$ cat src/power_seq_pkg.sv
// Constants and types for the slot configuration bank of the power sequencer.
// Assumes one 10 MHz core clock; register indices are word indices on AXI4-Lite.
package power_seq_pkg;

    // Clock
    localparam int CLK_PERIOD_NS = 100;

    // Slot durations per 4-bit timing code, in ns as printed
    localparam int DUR_NS [16] = '{
        32000,   64000,   96000,   128000,
        160000,  192000,  224000,  256000,
        288000,  384000,  448000,  512000,
        1024000, 2048000, 4096000, 8192000
    };
    localparam int DUR_CYC_DEFAULT [16] = '{
        DUR_NS[0] / CLK_PERIOD_NS,  DUR_NS[1] / CLK_PERIOD_NS,
        DUR_NS[2] / CLK_PERIOD_NS,  DUR_NS[3] / CLK_PERIOD_NS,
        DUR_NS[4] / CLK_PERIOD_NS,  DUR_NS[5] / CLK_PERIOD_NS,
        DUR_NS[6] / CLK_PERIOD_NS,  DUR_NS[7] / CLK_PERIOD_NS,
        DUR_NS[8] / CLK_PERIOD_NS,  DUR_NS[9] / CLK_PERIOD_NS,
        DUR_NS[10] / CLK_PERIOD_NS, DUR_NS[11] / CLK_PERIOD_NS,
        DUR_NS[12] / CLK_PERIOD_NS, DUR_NS[13] / CLK_PERIOD_NS,
        DUR_NS[14] / CLK_PERIOD_NS, DUR_NS[15] / CLK_PERIOD_NS
    };
    localparam int LINEAR_CODE_MAX = 8;
    localparam int CNT_W           = 17;

    // Register word indices (byte address = 4 * index)
    localparam logic [9:0] SEQ_CTRL_IDX               = 10'h081;
    localparam logic [9:0] SLOT_TIMING_CODES_IDX      = 10'h082;
    localparam logic [9:0] LINREG_SLOTS_1_2_IDX       = 10'h083;
    localparam logic [9:0] LINREG_SLOTS_3_4_IDX       = 10'h084;
    localparam logic [9:0] LINREG_SLOTS_5_6_IDX       = 10'h085;
    localparam logic [9:0] LINREG_SLOTS_7_8_IDX       = 10'h086;
    localparam logic [9:0] LINREG_SLOTS_9_10_IDX      = 10'h087;
    localparam logic [9:0] LOW_POWER_DOWN_STATE_LINREG11_IDX     = 10'h088;
    localparam logic [9:0] CORE_BUCK_SLOTS_IDX        = 10'h089;
    localparam logic [9:0] PRO_IO_BUCK_SLOTS_IDX      = 10'h08a;
    localparam logic [9:0] MEM_PERI_BUCK_SLOTS_IDX    = 10'h08b;
    localparam logic [9:0] RAIL_SWITCH_SLOTS_IDX      = 10'h08c;
    localparam logic [9:0] GEN_OUTPUT_EDGE_SLOTS_1_IDX = 10'h08d;
    localparam logic [9:0] GEN_OUTPUT_EDGE_SLOTS_2_IDX = 10'h08e;
    localparam logic [9:0] GEN_OUTPUT_EDGE_SLOTS_3_IDX = 10'h08f;
    localparam logic [9:0] GEN_OUTPUT_EDGE_SLOTS_4_IDX = 10'h090;
    localparam logic [9:0] GEN_OUTPUT_EDGE_SLOTS_5_IDX = 10'h091;
    localparam logic [9:0] BANK_FIRST_IDX = SLOT_TIMING_CODES_IDX;
    localparam logic [9:0] BANK_LAST_IDX  = GEN_OUTPUT_EDGE_SLOTS_5_IDX;

    // Field layout
    localparam int NIB_LO_LSB    = 0;
    localparam int NIB_HI_LSB    = 4;
    localparam int NIB_W         = 4;
    localparam int NUM_TARGETS   = 20;
    localparam int TARGET_NIB0   = 2;
    localparam int NUM_LINREG    = 11;
    localparam int PD_TARGET     = 11;
    localparam int BUCK_A_TARGET = 12;
    localparam int BUCK_B_TARGET = 13;
    localparam int PRO_TARGET    = 14;
    localparam int IO_TARGET     = 15;
    localparam int MEM_TARGET    = 16;
    localparam int PERI_TARGET   = 17;
    localparam int CORE_SW_TARGET = 18;
    localparam int PERI_SW_TARGET = 19;
    localparam int NUM_GPO       = 5;
    localparam int GPO_BANK0     = 11;

    // Slots and reset values
    localparam logic [3:0] SLOT_FIRST  = 4'h0;
    localparam logic [3:0] SLOT_LAST   = 4'hf;
    localparam logic [7:0] BANK_RESET  = 8'h00;
    localparam logic [3:0] START_RESET = 4'h0;

    // AXI4-Lite responses
    localparam logic [1:0] RESP_OKAY   = 2'b00;
    localparam logic [1:0] RESP_SLVERR = 2'b10;

    typedef enum logic [2:0] {
        SEQ_IDLE = 3'b001,
        SEQ_UP   = 3'b010,
        SEQ_DOWN = 3'b100
    } seq_state_t;
    localparam int ST_IDLE_BIT = 0;

endpackage

$ cat src/power_seq_slot_config.sv
// Slot configuration bank with a slot-stepping sequencer and an AXI4-Lite slave.
// Assumes seq_up_req, seq_down_req and dual_phase_mode come from logic on core_clk.
//
// How it works
// - Lower timing codes 0 to 8 give 32 us plus 32 us per code step, up to 288 us.
// - Lower codes 9 to 13 give 384, 448, 512 us, 1.024 and 2.048 ms, code 15 gives 8.192 ms.
// - The upper nibble holds an idle-slot timing code decoded by the same table.
// - Each of eleven linear regulators has a 4-bit slot, two per byte up to the tenth, and is switched there.
// - The low_power_down_state pause group has its own 4-bit slot in the high nibble.
// - The first core buck has its slot in the low nibble.
// - The second core buck has a slot that is skipped while the core bucks run dual-phase.
// - Processor, memory and peripheral bucks each have their own slot.
// - The I/O buck has its slot in the high nibble beside the processor buck.
// - Core rail switch slot is the low nibble, peripheral rail switch slot the high nibble.
// - Each of five general outputs rises at the slot in the low nibble of its byte, unless its fall slot is the same one.
// - Each of those outputs falls at the slot in the high nibble of its byte.
// - The current slot pointer can be read back and is what the slots compare against.
// - A written start slot is where the next power-up run begins, once.
//
// Added by the designer: the AXI4-Lite slave port.
`timescale 1ns/1ps
module power_seq_slot_config #(
    parameter int DUR_CYC [16] = power_seq_pkg::DUR_CYC_DEFAULT
) (
    // Clock, reset, enable
    input  wire logic        core_clk,
    input  wire logic        reset_n,
    input  wire logic        ce,
    // AXI4-Lite write address
    input  wire logic [11:0] s_axi_awaddr,
    input  wire logic [2:0]  s_axi_awprot,
    input  wire logic        s_axi_awvalid,
    output logic             s_axi_awready,
    // AXI4-Lite write data and response
    input  wire logic [31:0] s_axi_wdata,
    input  wire logic [3:0]  s_axi_wstrb,
    input  wire logic        s_axi_wvalid,
    output logic             s_axi_wready,
    output logic [1:0]       s_axi_bresp,
    output logic             s_axi_bvalid,
    input  wire logic        s_axi_bready,
    // AXI4-Lite read
    input  wire logic [11:0] s_axi_araddr,
    input  wire logic [2:0]  s_axi_arprot,
    input  wire logic        s_axi_arvalid,
    output logic             s_axi_arready,
    output logic [31:0]      s_axi_rdata,
    output logic [1:0]       s_axi_rresp,
    output logic             s_axi_rvalid,
    input  wire logic        s_axi_rready,
    // Sequencer control
    input  wire logic        seq_up_req,
    input  wire logic        seq_down_req,
    input  wire logic        dual_phase_mode,
    output logic             seq_idle,
    output logic [3:0]       current_slot_pointer,
    // Controlled targets
    output logic [10:0]      linreg_en,
    output logic             pd_group_active,
    output logic             core_buck_a_en,
    output logic             core_buck_b_en,
    output logic             processor_buck_en,
    output logic             io_buck_en,
    output logic             memory_buck_en,
    output logic             peripheral_buck_en,
    output logic             core_rail_switch_en,
    output logic             peripheral_rail_switch_en,
    output logic [4:0]       gen_out
);

    typedef struct packed {
        power_seq_pkg::seq_state_t st;
        logic [3:0]                ptr;
        logic                      act;
        logic [16:0]               cnt;
        logic                      start_pend;
        logic [3:0]                start_slot;
        logic [15:0][7:0]          bank;
        logic [19:0]               en;
        logic [4:0]                gpo;
        logic                      aw_got;
        logic [9:0]                aw_idx;
        logic                      w_got;
        logic [7:0]                wdata;
        logic                      wstb;
        logic                      awready;
        logic                      wready;
        logic                      bvalid;
        logic [1:0]                bresp;
        logic                      arready;
        logic                      rvalid;
        logic [31:0]               rdata;
        logic [1:0]                rresp;
    } state_t;

    state_t s;
    state_t n;

    // Nibble k of the bank; nibble 2*i is the low half of bank byte i
    function automatic logic [3:0] nib(input logic [15:0][7:0] bank, input int k);
        return bank[k / 2][(k % 2) * power_seq_pkg::NIB_W +: power_seq_pkg::NIB_W];
    endfunction

    function automatic logic [3:0] target_slot(input logic [15:0][7:0] bank, input int j);
        return nib(bank, j + power_seq_pkg::TARGET_NIB0);
    endfunction

    function automatic logic [3:0] rise_slot(input logic [15:0][7:0] bank, input int g);
        return bank[power_seq_pkg::GPO_BANK0 + g][power_seq_pkg::NIB_LO_LSB +: 4];
    endfunction

    function automatic logic [3:0] fall_slot(input logic [15:0][7:0] bank, input int g);
        return bank[power_seq_pkg::GPO_BANK0 + g][power_seq_pkg::NIB_HI_LSB +: 4];
    endfunction

    // Whether any target or output edge is assigned to this slot
    function automatic logic occupied(input logic [15:0][7:0] bank, input logic [3:0] p);
        logic hit;
        hit = 1'b0;
        for (int j = 0; j < power_seq_pkg::NUM_TARGETS; j++) begin
            if (target_slot(bank, j) == p) begin
                hit = 1'b1;
            end
        end
        for (int g = 0; g < power_seq_pkg::NUM_GPO; g++) begin
            if (rise_slot(bank, g) == p || fall_slot(bank, g) == p) begin
                hit = 1'b1;
            end
        end
        return hit;
    endfunction

    // Counter load for a timing code: the slot lasts exactly DUR_CYC cycles after the act cycle
    function automatic logic [16:0] dwell(input logic [3:0] code);
        return 17'(DUR_CYC[code] - 1);
    endfunction

    function automatic logic mapped(input logic [9:0] idx);
        return idx >= power_seq_pkg::SEQ_CTRL_IDX && idx <= power_seq_pkg::BANK_LAST_IDX;
    endfunction

    function automatic logic [7:0] read_reg(input state_t st, input logic [9:0] idx);
        logic [7:0] v;
        v = 8'h00;
        if (idx == power_seq_pkg::SEQ_CTRL_IDX) begin
            v = {st.start_slot, st.ptr};
        end else if (mapped(idx)) begin
            v = st.bank[4'(idx - power_seq_pkg::BANK_FIRST_IDX)];
        end
        return v;
    endfunction

    logic [3:0] code_lo;
    logic [3:0] code_hi;
    logic       going_up;

    always_comb begin
        n        = s;
        code_lo  = s.bank[0][power_seq_pkg::NIB_LO_LSB +: 4];
        code_hi  = s.bank[0][power_seq_pkg::NIB_HI_LSB +: 4];
        going_up = (s.st == power_seq_pkg::SEQ_UP);

        // Sequencer
        case (s.st)
            power_seq_pkg::SEQ_IDLE: begin
                if (seq_up_req) begin
                    n.st  = power_seq_pkg::SEQ_UP;
                    n.ptr = s.start_pend ? s.start_slot : power_seq_pkg::SLOT_FIRST;
                    n.start_pend = 1'b0;
                    n.act = 1'b1;
                end else if (seq_down_req) begin
                    n.st  = power_seq_pkg::SEQ_DOWN;
                    n.act = 1'b1;
                end
            end
            power_seq_pkg::SEQ_UP, power_seq_pkg::SEQ_DOWN: begin
                if (s.act) begin
                    n.act = 1'b0;
                    for (int j = 0; j < power_seq_pkg::NUM_TARGETS; j++) begin
                        // Second core buck is left unchanged at its slot in dual-phase mode
                        if (target_slot(s.bank, j) == s.ptr &&
                            !(j == power_seq_pkg::BUCK_B_TARGET && dual_phase_mode)) begin
                            n.en[j] = going_up;
                        end
                    end
                    for (int g = 0; g < power_seq_pkg::NUM_GPO; g++) begin
                        if (rise_slot(s.bank, g) == s.ptr) begin
                            n.gpo[g] = 1'b1;
                        end
                        // Fall wins when both edges share a slot
                        if (fall_slot(s.bank, g) == s.ptr) begin
                            n.gpo[g] = 1'b0;
                        end
                    end
                    // Empty slots use the idle timing code
                    n.cnt = occupied(s.bank, s.ptr) ? dwell(code_lo) : dwell(code_hi);
                end else if (s.cnt != '0) begin
                    n.cnt = s.cnt - 17'(1);
                end else if (going_up ? s.ptr == power_seq_pkg::SLOT_LAST
                                      : s.ptr == power_seq_pkg::SLOT_FIRST) begin
                    n.st = power_seq_pkg::SEQ_IDLE;
                end else begin
                    n.ptr = going_up ? s.ptr + 4'(1) : s.ptr - 4'(1);
                    n.act = 1'b1;
                end
            end
            default: begin
                n.st = power_seq_pkg::SEQ_IDLE;
            end
        endcase

        // Write channel; a bus write of the start slot wins over the clear above
        if (s.awready && s_axi_awvalid) begin
            n.aw_got = 1'b1;
            n.aw_idx = s_axi_awaddr[11:2];
        end
        if (s.wready && s_axi_wvalid) begin
            n.w_got = 1'b1;
            n.wdata = s_axi_wdata[7:0];
            n.wstb  = s_axi_wstrb[0];
        end
        if (s.bvalid && s_axi_bready) begin
            n.bvalid = 1'b0;
        end
        if (s.aw_got && s.w_got && !s.bvalid) begin
            n.aw_got = 1'b0;
            n.w_got  = 1'b0;
            n.bvalid = 1'b1;
            n.bresp  = mapped(s.aw_idx) ? power_seq_pkg::RESP_OKAY : power_seq_pkg::RESP_SLVERR;
            if (s.wstb && s.aw_idx == power_seq_pkg::SEQ_CTRL_IDX) begin
                n.start_slot = s.wdata[power_seq_pkg::NIB_HI_LSB +: 4];
                n.start_pend = 1'b1;
            end else if (s.wstb && mapped(s.aw_idx)) begin
                n.bank[4'(s.aw_idx - power_seq_pkg::BANK_FIRST_IDX)] = s.wdata;
            end
        end

        // Read channel
        if (s.rvalid && s_axi_rready) begin
            n.rvalid = 1'b0;
        end
        if (s.arready && s_axi_arvalid) begin
            n.rvalid = 1'b1;
            n.rdata  = {24'h00_0000, read_reg(s, s_axi_araddr[11:2])};
            n.rresp  = mapped(s_axi_araddr[11:2]) ? power_seq_pkg::RESP_OKAY
                                                  : power_seq_pkg::RESP_SLVERR;
        end

        // One transaction per direction in flight
        n.awready = !n.aw_got && !n.bvalid;
        n.wready  = !n.w_got && !n.bvalid;
        n.arready = !n.rvalid;
    end

    always_ff @(posedge core_clk or negedge reset_n) begin
        if (!reset_n) begin
            s            <= '0;
            s.st         <= power_seq_pkg::SEQ_IDLE;
            s.ptr        <= power_seq_pkg::SLOT_FIRST;
            s.start_slot <= power_seq_pkg::START_RESET;
            s.bank       <= {16{power_seq_pkg::BANK_RESET}};
        end else if (ce) begin
            s <= n;
        end
    end

    // Outputs straight from the state register
    assign s_axi_awready = s.awready;
    assign s_axi_wready  = s.wready;
    assign s_axi_bresp   = s.bresp;
    assign s_axi_bvalid  = s.bvalid;
    assign s_axi_arready = s.arready;
    assign s_axi_rdata   = s.rdata;
    assign s_axi_rresp   = s.rresp;
    assign s_axi_rvalid  = s.rvalid;
    assign seq_idle      = s.st[power_seq_pkg::ST_IDLE_BIT];
    assign current_slot_pointer      = s.ptr;
    assign linreg_en                 = s.en[power_seq_pkg::NUM_LINREG-1:0];
    assign pd_group_active           = s.en[power_seq_pkg::PD_TARGET];
    assign core_buck_a_en            = s.en[power_seq_pkg::BUCK_A_TARGET];
    assign core_buck_b_en            = s.en[power_seq_pkg::BUCK_B_TARGET];
    assign processor_buck_en         = s.en[power_seq_pkg::PRO_TARGET];
    assign io_buck_en                = s.en[power_seq_pkg::IO_TARGET];
    assign memory_buck_en            = s.en[power_seq_pkg::MEM_TARGET];
    assign peripheral_buck_en        = s.en[power_seq_pkg::PERI_TARGET];
    assign core_rail_switch_en       = s.en[power_seq_pkg::CORE_SW_TARGET];
    assign peripheral_rail_switch_en = s.en[power_seq_pkg::PERI_SW_TARGET];
    assign gen_out                   = s.gpo;
endmodule
$ cat config.mk
export PLATFORM = sky130hd
export DESIGN_NAME = power_seq_slot_config
export DESIGN_NICKNAME = d
export VERILOG_FILES = /design/src/power_seq_pkg.sv /design/src/power_seq_slot_config.sv
export SDC_FILE = /design/constraint.sdc
export NUM_CORES = 1
export LEC_CHECK = 0
export ABC_AREA = 1
export BUFFER_PORTS_ARGS = -buffer_cell sky130_fd_sc_hd__buf_4
export CORE_MARGIN = 10
export CORE_UTILIZATION = 53
export CTS_CLUSTER_SIZE = 20
export DETAILED_ROUTE_END_ITERATION = 8
export PLACE_DENSITY_LB_ADDON = 0.05
export REMOVE_ABC_BUFFERS = 1
export SYNTH_ARGS = -nofsm -noshare
export SYNTH_HDL_FRONTEND = slang
export SYNTH_SLANG_ARGS = --single-unit
$ cat constraint.sdc
create_clock -name core_clk -period 3.84 [get_ports core_clk]
set_clock_uncertainty 0.2 [all_clocks]
set_input_delay 0.576 -clock core_clk [delete_from_list [all_inputs] [get_ports core_clk]]
set_output_delay 0.576 -clock core_clk [all_outputs]
set_load 0.1 [all_outputs]
==> results of run 1 <==
[cell families after synthesis]
| logic type | Yosys count | synth area share [%] |
|---|---|---|
| adders and majority gates | 17 | 1.63 |
| DFF | 219 | 40.5 |
| and+or+nand+nor | 908 | 27.2 |
| xor gates and xnor gates | 28 | 1.81 |
| AOI/OAI and AO/OA | 399 | 16.7 |
| other | 1 | 0.0277 |
| buffers and inverters | 335 | 12.1 |
[power groups by stage]
stage               registers (uW)  logic, uW  clock network (uW)
floorplan                     4460       1870                   0
global placement              3320       4180                   0
detailed placement            3340       4230                   0
CTS                           3300       4250                2450
global route                  3390       4630                2550
finish                        3310       4250                2430
[final cells by class]
class / count / area [um^2] / area share (%)
Clock inverter: 10 / 116 / 0.784
Tap cell: 330 / 413 / 2.78
Timing Repair Buffer: 112 / 888 / 5.98
Inverter: 196 / 743 / 5.01
Multi-Input combinational cell: 1378 / 6500 / 43.8
Clock buffer: 35 / 704 / 4.74
Sequential cell: 219 / 5480 / 36.9
[synth_stat cells, types with 24 or more instances]
cell	instances
sky130_fd_sc_hd__nor2_1	123
sky130_fd_sc_hd__dfrtp_1	218
sky130_fd_sc_hd__o21ai_0	188
sky130_fd_sc_hd__buf_4	67
sky130_fd_sc_hd__xor2_1	24
sky130_fd_sc_hd__inv_1	185
sky130_fd_sc_hd__buf_2	28
sky130_fd_sc_hd__a21oi_1	55
sky130_fd_sc_hd__clkbuf_1	32
sky130_fd_sc_hd__nand3_1	52
sky130_fd_sc_hd__o21ai_1	65
sky130_fd_sc_hd__nand2_1	662
[per-layer routing]
layer | part of all wire, % | wire length [um]
met5 | 0 | 0
met4 | 2.1 | 863
met2 | 46 | 18800
met1 | 44 | 18000
met3 | 6.9 | 2810
[stage by stage]
step	utilization (%)	setup WS [ns]	TNS, ns	hold WS (ns)	std cells
3_3_place_gp	55.7	0.546	0	0.257	2234
4_1_cts	59.0	0.461	0	0.0184	2280
6_report	59.0	0.397	0	0.0286	2280
2_1_floorplan	-	-0.166	-0.314	0.0804	1793
5_1_grt	59.0	0.141	0	0.0347	2280
3_5_place_dp	55.7	0.472	0	0.261	2234
[worst max-delay path, stage by stage (launching register included)]
cell	delay, ns
sky130_fd_sc_hd__dfrtp_1	0.67
sky130_fd_sc_hd__buf_4	0.35
sky130_fd_sc_hd__nand2_1	0.08
sky130_fd_sc_hd__nand2_1	0.06
sky130_fd_sc_hd__nor2_1	0.05
sky130_fd_sc_hd__nand2_1	0.07
sky130_fd_sc_hd__nand2_1	0.11
sky130_fd_sc_hd__nor2_2	0.11
sky130_fd_sc_hd__nand2_2	0.12
sky130_fd_sc_hd__nor2_4	0.22
sky130_fd_sc_hd__nand2_4	0.15
sky130_fd_sc_hd__inv_1	0.12
sky130_fd_sc_hd__nand2_1	0.08
sky130_fd_sc_hd__nand2_2	0.09
sky130_fd_sc_hd__inv_1	0.06
sky130_fd_sc_hd__ha_1	0.20
sky130_fd_sc_hd__nand2_1	0.12
sky130_fd_sc_hd__nor2_2	0.08
sky130_fd_sc_hd__nand3_1	0.08
sky130_fd_sc_hd__nand2_1	0.05
sky130_fd_sc_hd__nor2_1	0.16
sky130_fd_sc_hd__o21ai_1	0.08
[worst paths after layout]
| check | startpoint | end |
|---|---|---|
| setup / recovery | current_slot_pointer[3] | s[232] |
| hold / removal | s_axi_awaddr[10] | s[59] |
| setup reg to reg | current_slot_pointer[3] | s[232] |
| hold reg to reg | s[59] | s[59] |
| max in group asynchronous | reset_n | asynchronous set/reset pin |
| min in group asynchronous | reset_n | gen_out[4] |
==> results.md, run 1 <==
- 662 x sky130_fd_sc_hd__nand2_1, 218 x sky130_fd_sc_hd__dfrtp_1, 188 x sky130_fd_sc_hd__o21ai_0 — most frequent cells in the layout
- 5290 uW — internal power component
- 0.893 — GPL Wtd Cong
- 40.5% — proportion of synthesized chip area in sequential cells
- 53.7% — initial core utilization
- 9980 uW — Design Power
- 0.40 ns — register-to-register setup slack
- 3.66 ns — arrival time at the worst endpoint
- 40.3% — met2 GRT Util
- completed — status
- 1 — H-tree level count
- 0 — count of synthesis-stage warnings from yosys
- built — CTS tree
- 0 — post-CTS setup buffers
- 148 — number of top-level pins
- 40.3% — proportion of netlist area held by the largest area contributor
- 1155 — initial drt markers
- 58 — FP Rows
- 0.06 ns — Reg clk slew, reported paths
- sky130_fd_sc_hd__dfrtp_1 40%, sky130_fd_sc_hd__nand2_1 18%, sky130_fd_sc_hd__o21ai_0 7.0%, sky130_fd_sc_hd__inv_1 5.1%, sky130_fd_sc_hd__buf_4 3.7% — leading post-synthesis cells by cell area
- 26 — total clock buffers created by CTS
- 24.3% — portion of total power attributed to the clock network
- 0 — number of gates given a new drive strength after cts
- 7.09 um^2 — per-instance average area after synthesis
- 0 — max-cap viol count
- 3.44 ns — minimum period implied by the final worst setup slack
- 33.2% — sequential group share of total power
- 14000 um^2 — cell area reported after detailed placement
- 0 — Pins Over Slew Limit
- 89.7% — post-route clock period utilization
- sky130_fd_sc_hd__clkbuf_16 — clock tree root driver cell
- 1 — hold buffer count at CTS
- 10.5% — ratio of cells with drive above 1 in the final layout
- 64200 um — wire length of the first global-routing pass
- sky130_fd_sc_hd__dfrtp_1 — cell taking the most area after synthesis
- 0.980 ns — transition time at the pin with the least slew margin
- 3.07% — GRT met3 Usage
- 0 — endpoints failing setup
- sky130_fd_sc_hd__dfrtp_1 — primary flip-flop cell chosen by synthesis mapping
- 32300 um^2 — Die Area
- 0.488 mV — IR Drop Worst-Case VDD
- 2395 — layout filler cell count
- 0 — Post-synth EDFFs
- 0 — number of antenna violations at the first check in global routing
- 6 — first-pass detailed-route iteration total
- input pin to register — class of the most critical hold timing path
- register to register — kind of critical path
- 0 — DRC Markers
- 14800 um^2 — final design area excluding fillers
- 92 — largest net degree at the start of global routing
- 24.1% — total routing resource utilization after global routing
- 84 — Port-buffer cells
- 290 MHz — Fmax
- register — CP startpoint kind
- 180 um — Die X-Extent
- 0 — total inserted antenna cells
- 100% — asr flop ratio synth
- 27500 um — DPL Wire Length
- 47.0% — switching part of the total power
- register — kind of end point of the critical path
- 15 — highest net fanout along the worst path
- 0.00723 uW — Static Leakage
- 13500 um^2 — cell area after synthesis
- 219 — number of clock sinks
- 25200 um^2 — core region area
- 0 — number of antenna-violating nets in the routed design
- 0 — overflow left after global routing
- 2027 — fin nets
- sky130_fd_sc_hd__nand2_1 — leading cell type in the layout, fill and taps excluded
- met2 — most congested layer reported by global routing
- 0.55 ns — worst skew pair latency
- 1907 — number of standard cells after synthesis
- false — setup repair after global routing missed its margin
- 9.78% — relative area change from synthesis to final layout
- 32.8% — grt met1 use
- 672 nW/um^2 — power per standard cell area
- 11900 — via count of the first global-routing pass
- 12500 — vias post-DR
- 56 — count of unique library cells instantiated by Yosys
- 219 — post-synthesis sequential element count
- 40500 um — total routed wirelength
- 5.48 — Vias/cell
- 4.06 ns — worst endpoint required time
- 4690 uW — power dissipated by switching net loads
- 0 — Fin. Hold Viols
- 34.4% — tightest slew margin relative to the limit
- 17.7 um — wire per inst
- 3 — Max clock buf depth
- 21 — worst-case reg-to-reg path depth
- 42.5% — share of total power in combinational logic
- 3 — cell depth of the worst hold path
- 180 um — Die Y-Extent
Power figures use the tool's default switching activity.
==> run 2: changes to the inputs <==
Settings changed: CORE_UTILIZATION 53 to 59.
Clock period 3.84 ns to 4.5 ns, I/O delays scaled along.
==> run 2 against run 1 <==
- the flow now finishes with violations (negative hold slack)
- largest cell class unchanged
- register-to-register slack better by 0.43 ns
- final cell count down 2.1%
- power down 13%
- flip-flop and latch count unchanged
- first-iteration DRC count up 31%
- combinational power down 15%
- sequential power down 15%
- clock-buffer cell count up 6
- sequential share of layout area about the same
==> results.md, run 2 (synthesis results as in run 1) <==
- 18.0 um — wire per inst
- 0 — DRC Markers
- 26 — total clock buffers created by CTS
- 81.7% — post-route clock period utilization
- 6 — first-pass detailed-route iteration total
- 0 ns — final-layout setup total negative slack
- 2016 — layout filler cell count
- 22600 um^2 — core region area
- 0 — Pins Over Slew Limit
- 0 — overflow left after global routing
- input pin to asynchronous set/reset pin — class of the most critical hold timing path
- 3.68 ns — minimum period implied by the final worst setup slack
- 0 — hold buffer count at CTS
- 3.89 ns — arrival time at the worst endpoint
- 4.71 ns — worst endpoint required time
- 0.82 ns — register-to-register setup slack
- 0.54 ns — worst skew pair latency
- 1 — H-tree level count
- 0.06 ns — Reg clk slew, reported paths
- 0 — total inserted antenna cells
- 148 — number of top-level pins
- 13900 um^2 — cell area reported after detailed placement
- 0 — post-CTS setup buffers
- 26500 um — DPL Wire Length
- 14800 um^2 — final design area excluding fillers
- 0 — number of antenna-violating nets in the routed design
- s[232] — capturing point of the worst reg2reg path
- 586 nW/um^2 — power per standard cell area
- 0.524 mV — IR Drop Worst-Case VDD
- 0.00726 uW — Static Leakage
- 0 — endpoints failing setup
- 5.63 — Vias/cell
- register — kind of end point of the critical path
- 3 — Max clock buf depth
- 40100 um — total routed wirelength
- 272 MHz — Fmax
- 662 x sky130_fd_sc_hd__nand2_1, 218 x sky130_fd_sc_hd__dfrtp_1, 188 x sky130_fd_sc_hd__o21ai_0 — most frequent cells in the layout
- 219 — number of clock sinks
- 9.70% — relative area change from synthesis to final layout
- sky130_fd_sc_hd__nand2_1 — leading cell type in the layout, fill and taps excluded
- 59.9% — initial core utilization
- 20 — worst-case reg-to-reg path depth
- negative hold slack — violations in the final reports
- 11900 — via count of the first global-routing pass
- -0.0364 ns — worst slack on hold paths
- register — CP startpoint kind
- 0.939 — GPL Wtd Cong
- 171 um — Die X-Extent
- 24 — highest net fanout along the worst path
- 171 um — Die Y-Extent
- register to register — kind of critical path
- 19.3% — tightest slew margin relative to the limit
- sky130_fd_sc_hd__clkbuf_16 — clock tree root driver cell
- 27.2% — total routing resource utilization after global routing
- 10.5% — ratio of cells with drive above 1 in the final layout
- 12600 — vias post-DR
- 55 — FP Rows
- current_slot_pointer[2] — r2r startpoint
- 10 — Fin. Hold Viols
- 1.21 ns — transition time at the pin with the least slew margin
- finished, violations left — status
- false — setup repair after global routing missed its margin
- 1 — number of antenna violations at the first check in global routing
- 63500 um — wire length of the first global-routing pass
- 29400 um^2 — Die Area
- 1509 — initial drt markers
- 2022 — fin nets
- 0 — max-cap viol count
- built — CTS tree
- 84 — Port-buffer cells
- 65.7% — Finished Core Util
- 0 — number of gates given a new drive strength after cts
- 115 — largest net degree at the start of global routing
-- run 2: worst max-delay path by stage --
stage	from	endpoint	slack (ns)	depth (start not counted)
after floorplan	current_slot_pointer[1]	s[230]	0.49	20
after global placement	current_slot_pointer[2]	s[232]	0.99	21
after detailed placement	current_slot_pointer[2]	s[232]	0.88	20
after CTS	current_slot_pointer[2]	s[232]	0.88	20
after global routing	current_slot_pointer[2]	s[230]	0.55	19
final	current_slot_pointer[2]	s[232]	0.82	20
-- run 2: area by class of cell --
type / instances / area, um^2 / share of cell area [%]
timing repair buffer: 107 / 836 / 5.63
sequential: 219 / 5480 / 36.9
inverter: 196 / 743 / 5.01
tap: 285 / 357 / 2.40
clock buffer: 41 / 808 / 5.45
multi-input combinational: 1378 / 6500 / 43.8
clock inverter: 7 / 110 / 0.742
-- run 2: worst max-delay path: stages, from the launching register on --
cell,delay [ns]
sky130_fd_sc_hd__dfrtp_1,0.70
sky130_fd_sc_hd__buf_4,0.47
sky130_fd_sc_hd__xor2_1,0.19
sky130_fd_sc_hd__nor2_1,0.10
sky130_fd_sc_hd__nand2_1,0.07
sky130_fd_sc_hd__nand2_1,0.06
sky130_fd_sc_hd__inv_1,0.10
sky130_fd_sc_hd__nand2_1,0.14
sky130_fd_sc_hd__nor2_4,0.24
sky130_fd_sc_hd__nand2_4,0.15
sky130_fd_sc_hd__inv_1,0.13
sky130_fd_sc_hd__nand2_1,0.07
sky130_fd_sc_hd__nand2_2,0.09
sky130_fd_sc_hd__inv_1,0.06
sky130_fd_sc_hd__ha_1,0.20
sky130_fd_sc_hd__nand2_1,0.13
sky130_fd_sc_hd__nor2_2,0.08
sky130_fd_sc_hd__nand3_1,0.07
sky130_fd_sc_hd__nand2_1,0.05
sky130_fd_sc_hd__nor2_1,0.16
sky130_fd_sc_hd__o21ai_1,0.09
-- run 2: per-layer routing --
layer,share of wire (%),vias up,global-route usage [%]
li1,-,6085,-
met1,43,5910,36.8
met2,46,498,43.1
met3,8.6,74,5.07
met4,2.5,2,8.85
met5,0.027,-,0
-- run 2: through the flow --
step                      instances  total power, uW  setup slack, ns
after floorplan                1793             5400            0.494
after global placement         2185             6370            0.986
after detailed placement       2185             6440            0.883
after CTS                      2233             8690            0.875
after global routing           2233             9190            0.546
final                          2233             8700            0.825
-- run 2: power breakdown --
group	total [uW]	switching [uW]	internal (uW)	leakage [uW]
logic	3610	2750	862	0.00388
registers	2830	394	2440	0.00292
clock network	2250	857	1400	0.000455
total	8700	4000	4700	0.00726
==> run 3: changes to the inputs <==
Settings changed: CORE_UTILIZATION 59 to 54.
Clock period 4.5 ns to 3.1 ns, I/O delays scaled along.
==> run 3 against run 2 <==
- the run now ends clean
- worst hold slack better by 0.053 ns
- sequential power is 45% higher
- clock power is 45% higher
- register-to-register slack worse by 0.69 ns
- global-route usage is 1.7 points lower
- core utilization is 1.3 points lower
- worst setup slack worse by 0.69 ns
- flip-flop and latch count stayed put
- non-clock buffer count is 84 higher
- first-iteration DRC count is 24% lower
- final area is 6.3% higher
- clock-buffer cell count is 4 lower
- critical endpoint unchanged
==> results.md, run 3 (synthesis results as in run 1) <==
- 33.8% — grt met1 use
- 653 x sky130_fd_sc_hd__nand2_1, 215 x sky130_fd_sc_hd__dfrtp_1, 187 x sky130_fd_sc_hd__o21ai_0 — most frequent cells in the layout
- 2356 — non-filler instance count after layout
- 16.6% — relative area change from synthesis to final layout
- 3.22 ns — arrival time at the worst endpoint
- input pin to register — class of the most critical hold timing path
- 12000 — via count of the first global-routing pass
- 2.96 ns — minimum period implied by the final worst setup slack
- 0 — endpoints failing setup
- 84 — Port-buffer cells
- 338 MHz — Fmax
- 0.53 ns — worst skew pair latency
- 0.917 — GPL Wtd Cong
- 2280 — # placed instances
- register — CP startpoint kind
- 0.112 ns — worst slack at placement
- 4.55% — GRT met3 Usage
- 0 — Pins Over Slew Limit
- register to register — kind of critical path
- register — kind of end point of the critical path
- 14.5% — ratio of cells with drive above 1 in the final layout
- 17.5 um — wire per inst
- 57 — FP Rows
- 0.06 ns — Reg clk slew, reported paths
- 25.5% — total routing resource utilization after global routing
- 2106 — fin nets
- 219 — number of clock sinks
- sky130_fd_sc_hd__nand2_1 — leading cell type in the layout, fill and taps excluded
- completed — status
- 42.4% — met2 GRT Util
- 0 — DRC Markers
- 83 — largest net degree at the start of global routing
- 55.3% — initial core utilization
- 0 — total inserted antenna cells
- 0.833 mV — IR Drop Worst-Case VDD
- 0 — max-cap viol count
- 0 — number of antenna violations at the first check in global routing
- 64700 um — wire length of the first global-routing pass
- 9 — highest net fanout along the worst path
- 0.945 ns — transition time at the pin with the least slew margin
- 812 nW/um^2 — power per standard cell area
- 5.42 — Vias/cell
- 95.5% — post-route clock period utilization
- 178 um — Die Y-Extent
- 0 — Fin. Hold Viols
- 0.00773 uW — Static Leakage
- 178 um — Die X-Extent
- 3 — Max clock buf depth
- 12800 — vias post-DR
- built — CTS tree
- 41300 um — total routed wirelength
- 1142 — initial drt markers
- 0 — number of antenna-violating nets in the routed design
- sky130_fd_sc_hd__clkbuf_16 — clock tree root driver cell
- 0.138 ns — Setup WS post-layout
- 0 — overflow left after global routing
- 1 — H-tree level count
- 148 — number of top-level pins
- 31800 um^2 — Die Area
- 26 — total clock buffers created by CTS
- 28900 um — DPL Wire Length
- 3.36 ns — worst endpoint required time
- 24500 um^2 — core region area
- 36.9% — tightest slew margin relative to the limit
- met2 — most congested layer reported by global routing
- 5 — first-pass detailed-route iteration total
## run 3: cell count changes in the layout (fill, tap and decap cells not counted), moves of 3 or more
cell / previous run / this run
sky130_fd_sc_hd__dlygate4sd3_1: 0 / 20
sky130_fd_sc_hd__nand2_2: 19 / 27
sky130_fd_sc_hd__buf_12: 2 / 9
sky130_fd_sc_hd__nor2_2: 9 / 14
sky130_fd_sc_hd__buf_6: 0 / 6
sky130_fd_sc_hd__dfrtp_1: 218 / 215
sky130_fd_sc_hd__nor2_1: 123 / 117
sky130_fd_sc_hd__clkinv_2: 4 / 7
sky130_fd_sc_hd__buf_4: 104 / 152
sky130_fd_sc_hd__dfrtp_2: 0 / 3
sky130_fd_sc_hd__clkbuf_1: 6 / 2
sky130_fd_sc_hd__nand2_1: 662 / 653
## run 3: critical path, stage by stage (launching register included)
cell	delay, ns
sky130_fd_sc_hd__dfrtp_1	0.42
sky130_fd_sc_hd__buf_12	0.16
sky130_fd_sc_hd__buf_4	0.17
sky130_fd_sc_hd__xor2_1	0.18
sky130_fd_sc_hd__nor2_2	0.07
sky130_fd_sc_hd__nand2_2	0.10
sky130_fd_sc_hd__nand2_1	0.07
sky130_fd_sc_hd__nor2_1	0.12
sky130_fd_sc_hd__nand2_2	0.10
sky130_fd_sc_hd__nor2_4	0.15
sky130_fd_sc_hd__buf_4	0.15
sky130_fd_sc_hd__nand3_1	0.06
sky130_fd_sc_hd__nand2_1	0.12
sky130_fd_sc_hd__ha_2	0.20
sky130_fd_sc_hd__nand2_2	0.07
sky130_fd_sc_hd__nor2_2	0.10
sky130_fd_sc_hd__buf_4	0.14
sky130_fd_sc_hd__nand3_1	0.06
sky130_fd_sc_hd__nand2_1	0.07
sky130_fd_sc_hd__nor2_2	0.06
sky130_fd_sc_hd__o21ai_1	0.11
## run 3: cell type report
type | instances | area [um^2]
Fill cell | 2127 | 8690
Multi-Input combinational cell | 1378 | 6550
Sequential cell | 219 | 5490
Timing Repair Buffer | 191 | 1650
Clock buffer | 37 | 793
Inverter | 196 | 751
Tap cell | 324 | 405
Clock inverter | 11 | 134
## run 3: what timing repair did
item | in CTS | in global routing
hold endpoints to repair | 96 | 0
hold buffers | 20 | 0
resized for setup | 0 | 35
setup buffers | 0 | 7
setup endpoints to repair | 0 | 8
## run 3: power breakdown
group / internal (uW) / switching (uW)
clock network: 2020 / 1240
logic: 1380 / 4050
registers: 3540 / 568
total: 6940 / 5860
## run 3: final timing paths
check,from,to,slack (ns),cells after the start
max in group asynchronous,reset_n,asynchronous set/reset pin,1.61,3
min in group asynchronous,reset_n,asynchronous set/reset pin,0.30,2
setup / recovery,current_slot_pointer[3],s[232],0.14,20
hold reg to reg,s[59],s[59],0.27,2
hold / removal,s_axi_rready,s_axi_arready,0.02,3
setup reg to reg,current_slot_pointer[3],s[232],0.14,20
## run 3: per-stage QoR
step,utilization (%),area [um^2],hold WS [ns],TNS [ns],power [uW]
after floorplan,-,12700,-0.0306,-7.40,7830
after global placement,59.2,14500,0.256,0,9360
after detailed placement,59.2,14500,0.261,0,9450
after CTS,63.8,15600,0.00494,0,12700
after global routing,64.5,15800,0.0327,-0.0268,13500
final,64.5,15800,0.0167,0,12800
## run 3: metal layers
layer  part of all wire [%]  wire, um  vias up
met5                      0         0        -
met3                    7.8      3230       60
met1                     43     17700     5977
li1                       -         -     6259
met2                     47     19500      468
met4                    2.1       886        0
